**src/supervisor_pkg.sv**
```systemverilog
// Shared constants and types of the reset supervisor with watchdog.
package supervisor_pkg;

  // Clock of the block.
  localparam int CLK_PERIOD_NS = 5;

  // Undervoltage must reach the reset output 23 us to 26 us after it appears.
  localparam int UV_ASSERT_MIN_NS = 23000;
  localparam int UV_ASSERT_MAX_NS = 26000;
  localparam int UV_FILTER_CYCLES = (UV_ASSERT_MIN_NS + CLK_PERIOD_NS - 1) / CLK_PERIOD_NS;
  localparam int UV_ASSERT_MAX_CYCLES = UV_ASSERT_MAX_NS / CLK_PERIOD_NS;

  // Manual reset low pulses up to 0.4 us are ignored.
  localparam int MR_GLITCH_NS = 400;
  localparam int MR_FILTER_CYCLES = MR_GLITCH_NS / CLK_PERIOD_NS + 1;

  // Shortest kick pulse that must be recognised.
  localparam int KICK_MIN_PULSE_NS = 85;
  localparam int KICK_MIN_PULSE_CYCLES = KICK_MIN_PULSE_NS / CLK_PERIOD_NS;

  // Internal time base: one tick per millisecond.
  localparam int TICK_NS = 1000000;
  localparam int TICK_CYCLES = TICK_NS / CLK_PERIOD_NS;

  // Periods counted in time base ticks.
  localparam int TICK_COUNT_W = 17;
  localparam int WD_BASE_MS = 1600;
  localparam int WD_LONG_MS = 100000;
  localparam int RESET_TIMEOUT_MS = 200;

  // Reset values of the conditioned inputs.
  localparam logic UV_RESET_VAL = 1'b0;
  localparam logic MR_N_RESET_VAL = 1'b1;
  localparam logic KICK_RESET_VAL = 1'b0;
  localparam logic DIS_RESET_VAL = 1'b0;
  localparam logic SEL_RESET_VAL = 1'b0;

  // Reset sequencer states.
  typedef enum logic [1:0] {
    ST_HOLD,
    ST_TIMEOUT,
    ST_RUN
  } rst_state_t;

endpackage : supervisor_pkg

```
**src/level_filter.sv**
```systemverilog
// Two-stage synchroniser followed by a stability filter for one input pin.
`timescale 1ns/10ps
module level_filter #(
  parameter int STABLE_CYCLES = 1,
  parameter logic RESET_VAL = 1'b0
) (
  input wire logic clk_sys,  // System clock.
  input wire logic rst,  // Asynchronous reset, active high.
  input wire logic clk_en,  // Clock enable; state freezes while low.
  input wire logic raw,  // Pin level from outside the clock domain.
  output logic filt  // Level after synchronising and filtering.
);

  localparam int CNT_W = $clog2(STABLE_CYCLES + 1);

  logic sync_q1;
  logic sync_q2;
  logic [CNT_W-1:0] cnt;

  // A zero stability time would let a metastable sample straight through.
  if (STABLE_CYCLES < 1) begin : g_bad_stable
    $error("level_filter needs STABLE_CYCLES of at least one");
  end

  // The first stage feeds only the second stage.
  always_ff @(posedge clk_sys or posedge rst) begin
    if (rst) begin
      sync_q1 <= RESET_VAL;
      sync_q2 <= RESET_VAL;
    end else if (clk_en) begin
      sync_q1 <= raw;
      sync_q2 <= sync_q1;
    end
  end

  // The output follows only a level that has differed for the whole stable time.
  always_ff @(posedge clk_sys or posedge rst) begin
    if (rst) begin
      cnt <= '0;
      filt <= RESET_VAL;
    end else if (clk_en) begin
      if (sync_q2 == filt) begin
        cnt <= '0;
      end else if (cnt == CNT_W'(STABLE_CYCLES - 1)) begin
        cnt <= '0;
        filt <= sync_q2;
      end else begin
        cnt <= cnt + 1'b1;
      end
    end
  end

  a_filter_glitch: assert property (@(posedge clk_sys) disable iff (rst)
    (clk_en && $changed(filt)) |-> $past(sync_q2) == filt)
    else $error("filter output changed to a level not held by the synchroniser");

endmodule : level_filter

```
**src/supervisor_reset_watchdog.sv**
```systemverilog
// Reset supervisor: undervoltage, manual reset and watchdog driving one reset pin.
`timescale 1ns/10ps
module supervisor_reset_watchdog #(
  parameter int UV_FILTER_CYCLES = supervisor_pkg::UV_FILTER_CYCLES,
  parameter int MR_FILTER_CYCLES = supervisor_pkg::MR_FILTER_CYCLES,
  parameter int TICK_CYCLES = supervisor_pkg::TICK_CYCLES,
  parameter int WD_BASE_MS = supervisor_pkg::WD_BASE_MS,
  parameter int WD_LONG_MS = supervisor_pkg::WD_LONG_MS,
  parameter int RESET_TIMEOUT_MS = supervisor_pkg::RESET_TIMEOUT_MS
) (
  input wire logic clk_sys,  // System clock, 200 MHz.
  input wire logic rst,  // Asynchronous reset, active high; acts as power-up.
  input wire logic clk_en,  // Clock enable; all state freezes while low.
  input wire logic undervoltage_in,  // Comparator says monitored voltage is low.
  input wire logic manual_reset_n,  // Manual reset pin, active low.
  input wire logic watchdog_kick_in,  // Kick pin from the host.
  input wire logic watchdog_disable_in,  // High disables watchdog resets.
  input wire logic long_timeout_select,  // High selects the long watchdog period.
  output logic sys_reset_n,  // System reset level, active low.
  output logic reset_pin_out,  // Open-drain reset pin data, always low.
  output logic reset_pin_oe  // High while the reset pin is pulled low.
);

  localparam int CW = supervisor_pkg::TICK_COUNT_W;

  // Counts must fit the tick counters and the kick pulse must outlast the synchroniser.
  if (WD_LONG_MS >= (1 << CW) || WD_BASE_MS >= (1 << CW) || RESET_TIMEOUT_MS >= (1 << CW))
  begin : g_bad_period
    $error("watchdog or reset period does not fit the tick counter");
  end
  if (WD_BASE_MS < 1 || WD_LONG_MS < 1 || RESET_TIMEOUT_MS < 1) begin : g_bad_zero
    $error("periods must be at least one tick");
  end
  if (supervisor_pkg::KICK_MIN_PULSE_CYCLES < 2) begin : g_bad_kick
    $error("clock too slow to catch the shortest kick pulse");
  end

  logic uv_filt;
  logic mr_n_filt;
  logic kick_s;
  logic dis_s;
  logic sel_s;
  logic kick_prev;
  logic sel_prev;
  logic kick_edge;
  logic sel_change;
  logic cause;
  logic wd_clear;
  logic wd_run;
  logic [CW-1:0] wd_limit;
  logic [CW-1:0] wd_elapsed;
  logic wd_expired;
  logic rt_clear;
  logic rt_run;
  logic [CW-1:0] rt_elapsed;
  logic rt_done;
  logic wd_fire;
  supervisor_pkg::rst_state_t state;
  supervisor_pkg::rst_state_t next_state;

  // Undervoltage indication: must persist 23 us before it counts, so brief dips
  // are ignored while the reset still lands inside the 23 to 26 us window.
  level_filter #(
    .STABLE_CYCLES(UV_FILTER_CYCLES),
    .RESET_VAL(supervisor_pkg::UV_RESET_VAL)
  ) u_uv_filter (
    .clk_sys(clk_sys),
    .rst(rst),
    .clk_en(clk_en),
    .raw(undervoltage_in),
    .filt(uv_filt)
  );

  // Manual reset: low pulses shorter than the glitch time never reach the sequencer.
  level_filter #(
    .STABLE_CYCLES(MR_FILTER_CYCLES),
    .RESET_VAL(supervisor_pkg::MR_N_RESET_VAL)
  ) u_mr_filter (
    .clk_sys(clk_sys),
    .rst(rst),
    .clk_en(clk_en),
    .raw(manual_reset_n),
    .filt(mr_n_filt)
  );

  // Kick: a single stable cycle, so an 85 ns pulse of 17 cycles is always seen.
  level_filter #(
    .STABLE_CYCLES(1),
    .RESET_VAL(supervisor_pkg::KICK_RESET_VAL)
  ) u_kick_sync (
    .clk_sys(clk_sys),
    .rst(rst),
    .clk_en(clk_en),
    .raw(watchdog_kick_in),
    .filt(kick_s)
  );

  // Disable and select are slow straps from the host; plain synchronising suffices.
  level_filter #(
    .STABLE_CYCLES(1),
    .RESET_VAL(supervisor_pkg::DIS_RESET_VAL)
  ) u_dis_sync (
    .clk_sys(clk_sys),
    .rst(rst),
    .clk_en(clk_en),
    .raw(watchdog_disable_in),
    .filt(dis_s)
  );

  level_filter #(
    .STABLE_CYCLES(1),
    .RESET_VAL(supervisor_pkg::SEL_RESET_VAL)
  ) u_sel_sync (
    .clk_sys(clk_sys),
    .rst(rst),
    .clk_en(clk_en),
    .raw(long_timeout_select),
    .filt(sel_s)
  );

  // Previous levels for edge detection on kick and select.
  always_ff @(posedge clk_sys or posedge rst) begin
    if (rst) begin
      kick_prev <= supervisor_pkg::KICK_RESET_VAL;
      sel_prev <= supervisor_pkg::SEL_RESET_VAL;
    end else if (clk_en) begin
      kick_prev <= kick_s;
      sel_prev <= sel_s;
    end
  end

  // Both edge directions count, so one transition per period is enough.
  assign kick_edge = kick_s ^ kick_prev;
  assign sel_change = sel_s ^ sel_prev;

  // Level causes of reset.
  assign cause = uv_filt || !mr_n_filt;

  // The watchdog restarts on kicks, select changes and whenever reset is asserted,
  // which also covers undervoltage and manual reset; disabled, it stays at zero.
  assign wd_clear = kick_edge || sel_change || (state != supervisor_pkg::ST_RUN)
    || dis_s;
  assign wd_run = (state == supervisor_pkg::ST_RUN) && !dis_s;
  assign wd_limit = sel_s ? CW'(WD_LONG_MS) : CW'(WD_BASE_MS);

  tick_timer #(
    .TICK_CYCLES(TICK_CYCLES),
    .COUNT_W(CW)
  ) u_wd_timer (
    .clk_sys(clk_sys),
    .rst(rst),
    .clk_en(clk_en),
    .clear(wd_clear),
    .run(wd_run),
    .limit(wd_limit),
    .elapsed(wd_elapsed),
    .done(wd_expired)
  );

  // The reset timeout restarts whenever a cause reappears, so only an
  // uninterrupted quiet period releases reset.
  assign rt_clear = (state != supervisor_pkg::ST_TIMEOUT);
  assign rt_run = (state == supervisor_pkg::ST_TIMEOUT);

  tick_timer #(
    .TICK_CYCLES(TICK_CYCLES),
    .COUNT_W(CW)
  ) u_reset_timer (
    .clk_sys(clk_sys),
    .rst(rst),
    .clk_en(clk_en),
    .clear(rt_clear),
    .run(rt_run),
    .limit(CW'(RESET_TIMEOUT_MS)),
    .elapsed(rt_elapsed),
    .done(rt_done)
  );

  // A watchdog reset needs the counter to run out while the disable is low.
  assign wd_fire = wd_expired && !dis_s && !wd_clear;

  // Sequencer: hold while a cause stands, then time out, then run.
  always_comb begin
    next_state = state;
    unique case (state)
      supervisor_pkg::ST_HOLD: begin
        if (!cause) begin
          next_state = supervisor_pkg::ST_TIMEOUT;
        end
      end
      supervisor_pkg::ST_TIMEOUT: begin
        if (cause) begin
          next_state = supervisor_pkg::ST_HOLD;
        end else if (rt_done) begin
          next_state = supervisor_pkg::ST_RUN;
        end
      end
      supervisor_pkg::ST_RUN: begin
        if (cause) begin
          next_state = supervisor_pkg::ST_HOLD;
        end else if (wd_fire) begin
          next_state = supervisor_pkg::ST_TIMEOUT;
        end
      end
      // An illegal state code falls back into a full reset timeout.
      default: begin
        next_state = supervisor_pkg::ST_TIMEOUT;
      end
    endcase
  end

  // Power-up starts in the timeout state so the system sees a full reset pulse.
  always_ff @(posedge clk_sys or posedge rst) begin
    if (rst) begin
      state <= supervisor_pkg::ST_TIMEOUT;
    end else if (clk_en) begin
      state <= next_state;
    end
  end

  // Reset outputs come straight from flip-flops to keep the pin glitch free.
  always_ff @(posedge clk_sys or posedge rst) begin
    if (rst) begin
      sys_reset_n <= 1'b0;
      reset_pin_oe <= 1'b1;
    end else if (clk_en) begin
      sys_reset_n <= (next_state == supervisor_pkg::ST_RUN);
      reset_pin_oe <= (next_state != supervisor_pkg::ST_RUN);
    end
  end

  // The pin is open drain: it is only ever pulled low.
  assign reset_pin_out = 1'b0;

  // A standing reset cause must reach the pin one cycle after it is seen.
  a_uv_holds_reset: assert property (@(posedge clk_sys) disable iff (rst)
    (clk_en && uv_filt) |=> !sys_reset_n)
    else $error("reset not asserted during undervoltage");

  a_mr_holds_reset: assert property (@(posedge clk_sys) disable iff (rst)
    (clk_en && !mr_n_filt) |=> !sys_reset_n && reset_pin_oe)
    else $error("reset not asserted while manual reset is low");

  a_release_after_timeout: assert property (@(posedge clk_sys)
    disable iff (rst) $rose(sys_reset_n) |-> $past(rt_done)
    && $past(state) == supervisor_pkg::ST_TIMEOUT
    && $past(rt_elapsed) >= CW'(RESET_TIMEOUT_MS) && !$past(cause))
    else $error("reset released before the full reset timeout");

  a_kick_clears_wd: assert property (@(posedge clk_sys) disable iff (rst)
    (clk_en && kick_edge) |=> wd_elapsed == '0)
    else $error("kick edge did not clear the watchdog");

  a_sel_clears_wd: assert property (@(posedge clk_sys) disable iff (rst)
    (clk_en && sel_change) |=> wd_elapsed == '0)
    else $error("select change did not clear the watchdog");

  a_wd_expiry_resets: assert property (@(posedge clk_sys) disable iff (rst)
    (clk_en && state == supervisor_pkg::ST_RUN && wd_expired && !dis_s && !kick_edge
    && !sel_change) |=> !sys_reset_n ##1 state != supervisor_pkg::ST_RUN)
    else $error("watchdog expiry did not assert reset");

  a_wd_zero_in_reset: assert property (@(posedge clk_sys) disable iff (rst)
    (!sys_reset_n && !$past(sys_reset_n)) |-> wd_elapsed == '0)
    else $error("watchdog counted while reset was asserted");

  a_disable_blocks_wd: assert property (@(posedge clk_sys) disable iff (rst)
    (clk_en && state == supervisor_pkg::ST_RUN && dis_s && !cause) |=> sys_reset_n)
    else $error("watchdog reset while disabled");

  // A watchdog reset fires only once the count has reached the selected period.
  a_wd_limit_select: assert property (@(posedge clk_sys) disable iff (rst)
    (clk_en && wd_fire) |-> wd_elapsed == (sel_s ? CW'(WD_LONG_MS) : CW'(WD_BASE_MS)))
    else $error("watchdog period does not follow the select input");

  // The pin enable and the reset level are two views of one decision.
  a_pin_follows_reset: assert property (@(posedge clk_sys) disable iff (rst)
    reset_pin_oe == !sys_reset_n && !reset_pin_out)
    else $error("reset pin disagrees with the reset level");

  // A low clock enable must stretch every period rather than let it run on.
  a_enable_freeze: assert property (@(posedge clk_sys) disable iff (rst)
    !clk_en |=> $stable(sys_reset_n) && $stable(state) && $stable(wd_elapsed))
    else $error("state moved while the clock enable was low");

endmodule : supervisor_reset_watchdog

```
**src/tick_timer.sv**
```systemverilog
// Period timer that counts ticks of its own millisecond time base.
`timescale 1ns/10ps
module tick_timer #(
  parameter int TICK_CYCLES = 200000,
  parameter int COUNT_W = 17
) (
  input wire logic clk_sys,  // System clock.
  input wire logic rst,  // Asynchronous reset, active high.
  input wire logic clk_en,  // Clock enable; state freezes while low.
  input wire logic clear,  // Restart the period from zero.
  input wire logic run,  // Count while high.
  input wire logic [COUNT_W-1:0] limit,  // Period length in ticks.
  output logic [COUNT_W-1:0] elapsed,  // Whole ticks counted so far.
  output logic done  // Elapsed count has reached the limit.
);

  localparam int PRE_W = $clog2(TICK_CYCLES);

  logic [PRE_W-1:0] pre;

  if (TICK_CYCLES < 2) begin : g_bad_tick
    $error("tick_timer needs TICK_CYCLES of at least two");
  end

  // The prescaler restarts with the period so every tick is a whole one.
  always_ff @(posedge clk_sys or posedge rst) begin
    if (rst) begin
      pre <= '0;
      elapsed <= '0;
    end else if (clk_en) begin
      if (clear || !run) begin
        pre <= '0;
        if (clear) begin
          elapsed <= '0;
        end
      end else if (pre == PRE_W'(TICK_CYCLES - 1)) begin
        pre <= '0;
        if (elapsed != '1) begin
          elapsed <= elapsed + 1'b1;
        end
      end else begin
        pre <= pre + 1'b1;
      end
    end
  end

  // Saturation keeps done high until the owner clears the timer.
  assign done = (elapsed >= limit);

endmodule : tick_timer
```
**config.mk**
```make
export PLATFORM = sky130hd
export DESIGN_NAME = supervisor_reset_watchdog
export DESIGN_NICKNAME = d
export VERILOG_FILES = /design/src/supervisor_pkg.sv /design/src/level_filter.sv /design/src/supervisor_reset_watchdog.sv /design/src/tick_timer.sv
export SDC_FILE = /design/constraint.sdc
export NUM_CORES = 1
export LEC_CHECK = 0
export BUFFER_PORTS_ARGS = -buffer_cell sky130_fd_sc_hd__buf_2
export CELL_PAD_IN_SITES_DETAIL_PLACEMENT = 2
export CELL_PAD_IN_SITES_GLOBAL_PLACEMENT = 2
export CORE_ASPECT_RATIO = 0.6
export CORE_MARGIN = 10
export CORE_UTILIZATION = 44
export DETAILED_ROUTE_END_ITERATION = 7
export PLACE_DENSITY_LB_ADDON = 0.1
export SYNTH_ARGS = -nofsm -noshare
export SYNTH_HDL_FRONTEND = slang
export SYNTH_SLANG_ARGS = --single-unit
```
**constraint.sdc**
```tcl
create_clock -name clk_sys -period 7.4 [get_ports clk_sys]
set_input_delay 0.74 -clock clk_sys [delete_from_list [all_inputs] [get_ports clk_sys]]
set_output_delay 0.74 -clock clk_sys [all_outputs]
set_load 0.02 [all_outputs]
```
==> metrics, run 1 <==
post-synth cell types 60; async set-reset flop share out of synthesis 100%; 1st-iter DRT viols 240; CP required 7.62 ns; Synth Warn # 0; core area 0.0129 mm²; Final period util 42.1%; setup TNS 0 ns; Setup crit start kind input pin; die area 0.0185 mm²; vias in the first global route 5001; grt met3 use 3.28%; GRT Max-Usage Layer met2; M1 GR Usage 25.5%; GR Util met2 29.7%; drt pass-1 iters 4; CTS tree yes; post-route ant nets 0; Initial Utilization 45.3%; total wire length 16100 µm; VDD IR max 0.110 mV; Sw Pwr 0.338 mW; Mean Syn Cell Area 9.71 µm²; clk_lat worst skew 0.36 ns; Pleak 2.72 nW; critical-path maximum fanout 46; nets@finish 631; Final Instance Count excl. Fillers 782; DRC Markers 0; predominant post-synthesis flop cell dfrtp_1; Post-synth EDFFs 0; Switching Share 26.4%; # IOs 11; Largest stage delay, worst path 0.84 ns; clock skew 0.0137 ns; Crit Path Class in2reg; Seq/Total Area, Yosys 47.5%; area grow syn2layout 8.58%; Slew Limit Headroom 30.6%; Crit path max-delay family simple AND/OR/NAND/NOR gates; largest net degree at the start of global routing 70; MaxCap Viol Count 0; dpl hpwl 11400 µm; row count 32; Pint 0.939 mW; Worst Path Buf+Inv 2; actual slew at the worst max-slew pin 1.04 ns; CTS Buf Count 9; post-CTS sizing 0; Max Fclk 321 MHz; Routed WL per cell 20.6 µm; Final Max Tran Viols 0; Inserted Diodes 0; crit-path cells buf_2 > buf_4 > nand4_1 > nor4_1 > nand4_1 > xor2_1 > nor2_1; r2r worst-path depth 8; H-tree lvl count 3; Power Density 200 mW/mm²; Gate Count Post-Synth 604; reg2reg start u_reset_timer.elapsed[0]$_DFFE_PP0P_; clk sinks 111; clock slew seen by the registers of the worst setup and hold paths 0.08 ns; Netlist Area Pre-Place 0.00586 mm²; RSZ-0062 raised after global routing false; CTS Buffer Depth 2; vias per std cell 5.88; global-route usage over all layers 18.3%; die height 109 µm; Final Hold Vio Count 0; sequential power share 51.6%; register-to-register setup slack 4.33 ns; crit path capture type register; Yosys reg bits 111; post-CTS setup buffers 0; DIE WIDTH 169 µm; Mapped Nets 628; hold crit path type in2async; Setup-failing EPs final 0; Worst R2R End u_reset_timer.elapsed[4]$_DFFE_PP0P_; Place WS 3.91 ns; CTS root buffer clkbuf_16; Vias 4598; most frequent cell on the critical path nand4_1; layout filler cell count 1379; share of the core filled with cells 49.2%; initial antenna violation count 0; Final min period 3.12 ns; gp weighted congestion 0.776; run status finished clean; grt ovf 0; CTS Hold Bufs 0; Comb pwr share 8.0%; PortBufs 9; Critical Path AT 3.34 ns; layout cells sized above 1 10.5%; worst-case setup margin in the final layout 4.28 ns; slowest CP cell nor4_1; clock share of power 40.4%; Cells after DPL 766; first-pass GRT wire length 27600 µm
[cells by family after synthesis]
logic type                 synth area share, %
and+or+nand+nor                           26.0
adders and majority gates                 3.41
xor gates and xnor gates                  8.96
AOI/OAI and AO/OA                         7.09
buffers and inverters                     3.18
DFF                                       47.5
other                                   0.0640
muxes                                     3.82
[worst max-delay path by stage]
| stage | startpoint | to | cells after the start |
|---|---|---|---|
| floorplan | rst | kick_prev$_DFFE_PP0P_ | 1 |
| global placement | clk_en | u_wd_timer.elapsed[7]$_DFFE_PP0P_ | 7 |
| detailed placement | clk_en | u_wd_timer.elapsed[8]$_DFFE_PP0P_ | 7 |
| CTS | clk_en | u_wd_timer.elapsed[15]$_DFFE_PP0P_ | 7 |
| global route | clk_en | u_wd_timer.elapsed[15]$_DFFE_PP0P_ | 7 |
| finish | clk_en | u_wd_timer.elapsed[8]$_DFFE_PP0P_ | 7 |
[routing by layer]
metal	share of wire, %	vias up
met5	0	-
met1	50	2385
li1	-	2156
met3	2.6	11
met4	0.80	0
met2	47	46
[layout make-up]
class,count,area [µm²],share of cell area (%)
Clock buffer,9,225,3.54
Inverter,27,104,1.63
Tap cell,170,213,3.34
Clock inverter,7,80.1,1.26
Timing Repair Buffer,12,67.6,1.06
Sequential cell,111,2780,43.7
Multi-Input combinational cell,446,2890,45.4
[placed cells by master (no fill, tap or decap), types with 5 or more instances in the layout]
master       n
a21oi_1      6
a31oi_1      8
and2_1       7
and3_1      20
and4_1       9
buf_2        9
clkbuf_16    9
dfrtp_1    106
dfstp_2      5
ha_1        16
inv_1       26
mux2_2      19
nand2_1     39
nand3_1     42
nand4_1     32
nand4b_1     6
nor2_1      77
nor2b_1      6
nor3_1      13
o21ai_0     22
o22ai_1      9
or3_1        5
or4_1        6
xnor2_1     22
xor2_1      38
[cell usage after synthesis (all sizes together) (9+ instances only)]
master  count  share of area, %
o22ai       9              0.96
xnor2      22               3.3
ha         16               3.4
xor2       38               5.7
nand4      32               3.4
dfrtp     106                45
mux2       19               3.6
nand2      40               2.6
and4        9               1.3
nor2       77               4.9
nor3       14               1.3
nand3      42               3.6
clkbuf     14              0.90
o21ai      22               1.9
and3       20               2.1
inv        27               1.7
[sequential cells by signal (all words and copies together) (netlist names), 2 cells and up]
| register | flops |
|---|---|
| u_reset_timer.pre | 18 |
| u_wd_timer.pre | 18 |
| u_reset_timer.elapsed | 17 |
| u_wd_timer.elapsed | 17 |
| u_uv_filter.cnt | 13 |
| u_mr_filter.cnt | 7 |
| state | 2 |
[power by group through the flow]
stage / Combinational [mW] / Sequential [mW] / Clock [mW]
after floorplan: 0.0768 / 0.660 / 0
after global placement: 0.0930 / 0.666 / 0
after detailed placement: 0.104 / 0.669 / 0
after CTS: 0.105 / 0.658 / 0.528
after global routing: 0.117 / 0.662 / 0.552
final: 0.102 / 0.658 / 0.516
[through the flow]
stage	power, mW	hold WS [ns]	area, µm²
after global routing	1.33	0.464	6370
after global placement	0.759	0.483	6060
after floorplan	0.737	0.449	5860
after detailed placement	0.773	0.496	6060
final	1.28	0.426	6370
after CTS	1.29	0.443	6370
Note: power is estimated with default switching activity, not from simulation.
==> run 2: changes to the inputs <==
Settings changed: CORE_UTILIZATION 44 to 37.
Clock period 7.4 ns to 2.64 ns, I/O delays scaled along.
==> run 2 against run 1 <==
- clock skew decreased by 0.0047 ns
- sequential share of layout area decreased by 1.3 points
- die area increased by 16%
- via count about the same
- core utilization decreased by 6.8 points
- worst setup slack got worse by 4.1 ns
- critical endpoint is now u_wd_timer.elapsed[13]$_DFFE_PP0P_
- critical path type is now reg2reg
- critical path depth increased by 4
- count of clock-buffer cells in the layout increased by 1
- combinational power increased to 2.8 times the previous value
- register-to-register slack got worse by 4.2 ns
==> metrics, run 2 (synthesis results as in run 1) <==
Initial Utilization 37.9% (-7.4 points); top flop regs u_reset_timer.pre x18, u_wd_timer.pre x18; vias in the first global route 5007 (+0.12%); CTS Hold Bufs 0 (unchanged); Reg area 0.00278 mm² (unchanged); Cells after DPL 811 (+5.9%); Setup crit start kind register; Comb pwr share 8.0% (about the same); Critical Path AT 2.77 ns (-0.57 ns); layout cells sized above 1 12.9% (+2.5 points); # IOs 11 (unchanged); final instance area 0.00657 mm² (+3.1%); post-route ant nets 0 (unchanged); first-pass GRT wire length 26700 µm (-3.0%); row count 35 (+9.4%); run status finished clean; Inserted Diodes 0 (unchanged); grt ovf 0 (unchanged); register-to-register setup slack 0.16 ns (-4.17 ns); Final period util 93.9%; Setup-failing EPs final 0 (unchanged); Pleak 2.82 nW (+3.7%); area of the multi-input gates 0.00292 mm² (+0.91%); clock slew seen by the registers of the worst setup and hold paths 0.08 ns (about the same); critical-path maximum fanout 5 (-89%); initial antenna violation count 0 (unchanged); Final Hold Vio Count 0 (unchanged); slowest CP cell dfrtp_1; CTS root buffer clkbuf_16; DRC Markers 0 (unchanged); H-tree lvl count 3 (unchanged); gp weighted congestion 0.801 (+3.2%); most common cell after layout, fill and taps aside dfrtp_1; placed inst area 0.00622 mm² (+2.6%); area grow syn2layout 12.0%; Final Max Tran Viols 0 (unchanged); hold_ws 0.0755 ns (-0.350 ns); nets@finish 645 (+2.2%); reg2reg start u_wd_timer.elapsed[6]$_DFFE_PP0P_; Largest stage delay, worst path 0.41 ns (-0.43 ns); crit path capture type register; 1st-iter DRT viols 253 (+5.4%); r2r worst-path depth 11 (+3); largest net degree at the start of global routing 112 (+60%); Worst R2R End u_wd_timer.elapsed[13]$_DFFE_PP0P_; Tot Pwr 3.57 mW (+180%); CTS Buffer Depth 2 (unchanged); Final min period 2.48 ns; clk sinks 111 (unchanged); layout filler cell count 1654 (+20%); CP required 2.93 ns (-4.69 ns); Pint 2.64 mW (+180%); crit-path cells and3_4 > and3_1 > nand3_1 > nor3_2 > ha_1 > and4b_2 > nor4b_4 > buf_4 > nand3_1 > or3_1 > nand2_1; worst-case setup margin in the final layout 0.162 ns (-4.12 ns); Max Fclk 404 MHz; RSZ-0062 raised after global routing false; most frequent cell on the critical path nand3_1; core area 0.0155 mm² (+20%); total wire length 15200 µm (-5.6%); most frequent cells in the layout dfrtp_1 (106), nor2_1 (77), nand3_1 (42); sequential power share 51.6% (about the same); VDD IR max 0.291 mV (+160%); actual slew at the worst max-slew pin 0.635 ns (-0.405 ns); clock skew 0.00897 ns (-0.00469 ns); die height 118 µm (+7.4%); Crit path max-delay family simple AND/OR/NAND/NOR gates; CTS tree yes; PortBufs 9 (unchanged); Routed WL per cell 18.3 µm (-11%); Place WS 0.0280 ns (-3.88 ns); vias per std cell 5.55 (-5.6%); Slew Limit Headroom 57.7% (+27 points); MaxCap Viol Count 0 (unchanged); DIE WIDTH 183 µm (+8.0%); drt pass-1 iters 4 (unchanged); Worst Path Buf+Inv 1 (-1); share of the core filled with cells 42.5% (-6.8 points); clk_lat worst skew 0.35 ns (about the same); dpl hpwl 10800 µm (-4.7%); hold crit path type in2async; setup TNS 0 ns (unchanged); CTS Buf Count 9 (unchanged); clock share of power 40.4% (about the same); Final Instance Count excl. Fillers 829 (+6.0%); global-route usage over all layers 14.8% (-3.5 points); Power Density 543 mW/mm² (+170%); Switching Share 25.9% (-0.59 points); Sw Pwr 0.922 mW (+170%); die area 0.0214 mm² (+16%); Vias 4600 (+0.043%); Crit Path Class reg2reg; Crit. Startpoint u_wd_timer.elapsed[6]$_DFFE_PP0P_
## run 2: cell types whose count changed in the layout (fill, tap and decap cells not counted), sizes merged
cell    before  now
buf         12   26
clkbuf       9   10
inv         29   30
clkinv       3    1
## run 2: layout make-up
class	count	area share [%]
clock buffers	10	3.49
clock inverters	6	1.16
inverters	27	1.60
multi-input cells	446	44.5
flip-flops and latches	111	42.4
well taps	203	3.87
repair buffers	26	3.01
## run 2: what timing repair did
item,4_1_cts,5_1_grt
buffers inserted,0,2
setup endpoints to repair,0,9
gates resized for setup,0,6
## run 2: power by group through the flow
stage / registers, mW / clock network [mW] / logic (mW)
after CTS: 1.84 / 1.49 / 0.294
after global routing: 1.85 / 1.57 / 0.329
after floorplan: 1.85 / 0 / 0.216
final: 1.84 / 1.44 / 0.285
after detailed placement: 1.87 / 0 / 0.294
after global placement: 1.87 / 0 / 0.274
## run 2: how the worst max path moves through the flow
stage / to / cells after the start / slack, ns
after floorplan: u_wd_timer.elapsed[13]$_DFFE_PP0P_ / 10 / 0.29
after global placement: u_wd_timer.elapsed[13]$_DFFE_PP0P_ / 11 / 0.16
after detailed placement: u_wd_timer.elapsed[13]$_DFFE_PP0P_ / 11 / 0.03
after CTS: u_wd_timer.elapsed[13]$_DFFE_PP0P_ / 11 / 0.02
after global routing: u_wd_timer.elapsed[13]$_DFFE_PP0P_ / 11 / 0.01
final: u_wd_timer.elapsed[13]$_DFFE_PP0P_ / 11 / 0.16
## run 2: tightest hold or removal path, cell delays in order
cell and delay [ns]:
buf_2 0.11, clkinvlp_4 0.07, buf_12 0.45
## run 2: routing by layer
layer	vias up	global-route usage (%)	part of all wire, %
met4	0	2.89	0.48
met3	7	2.82	2.1
met1	2389	22.0	55
met5	-	0	0
li1	2174	-	-
met2	30	21.8	43
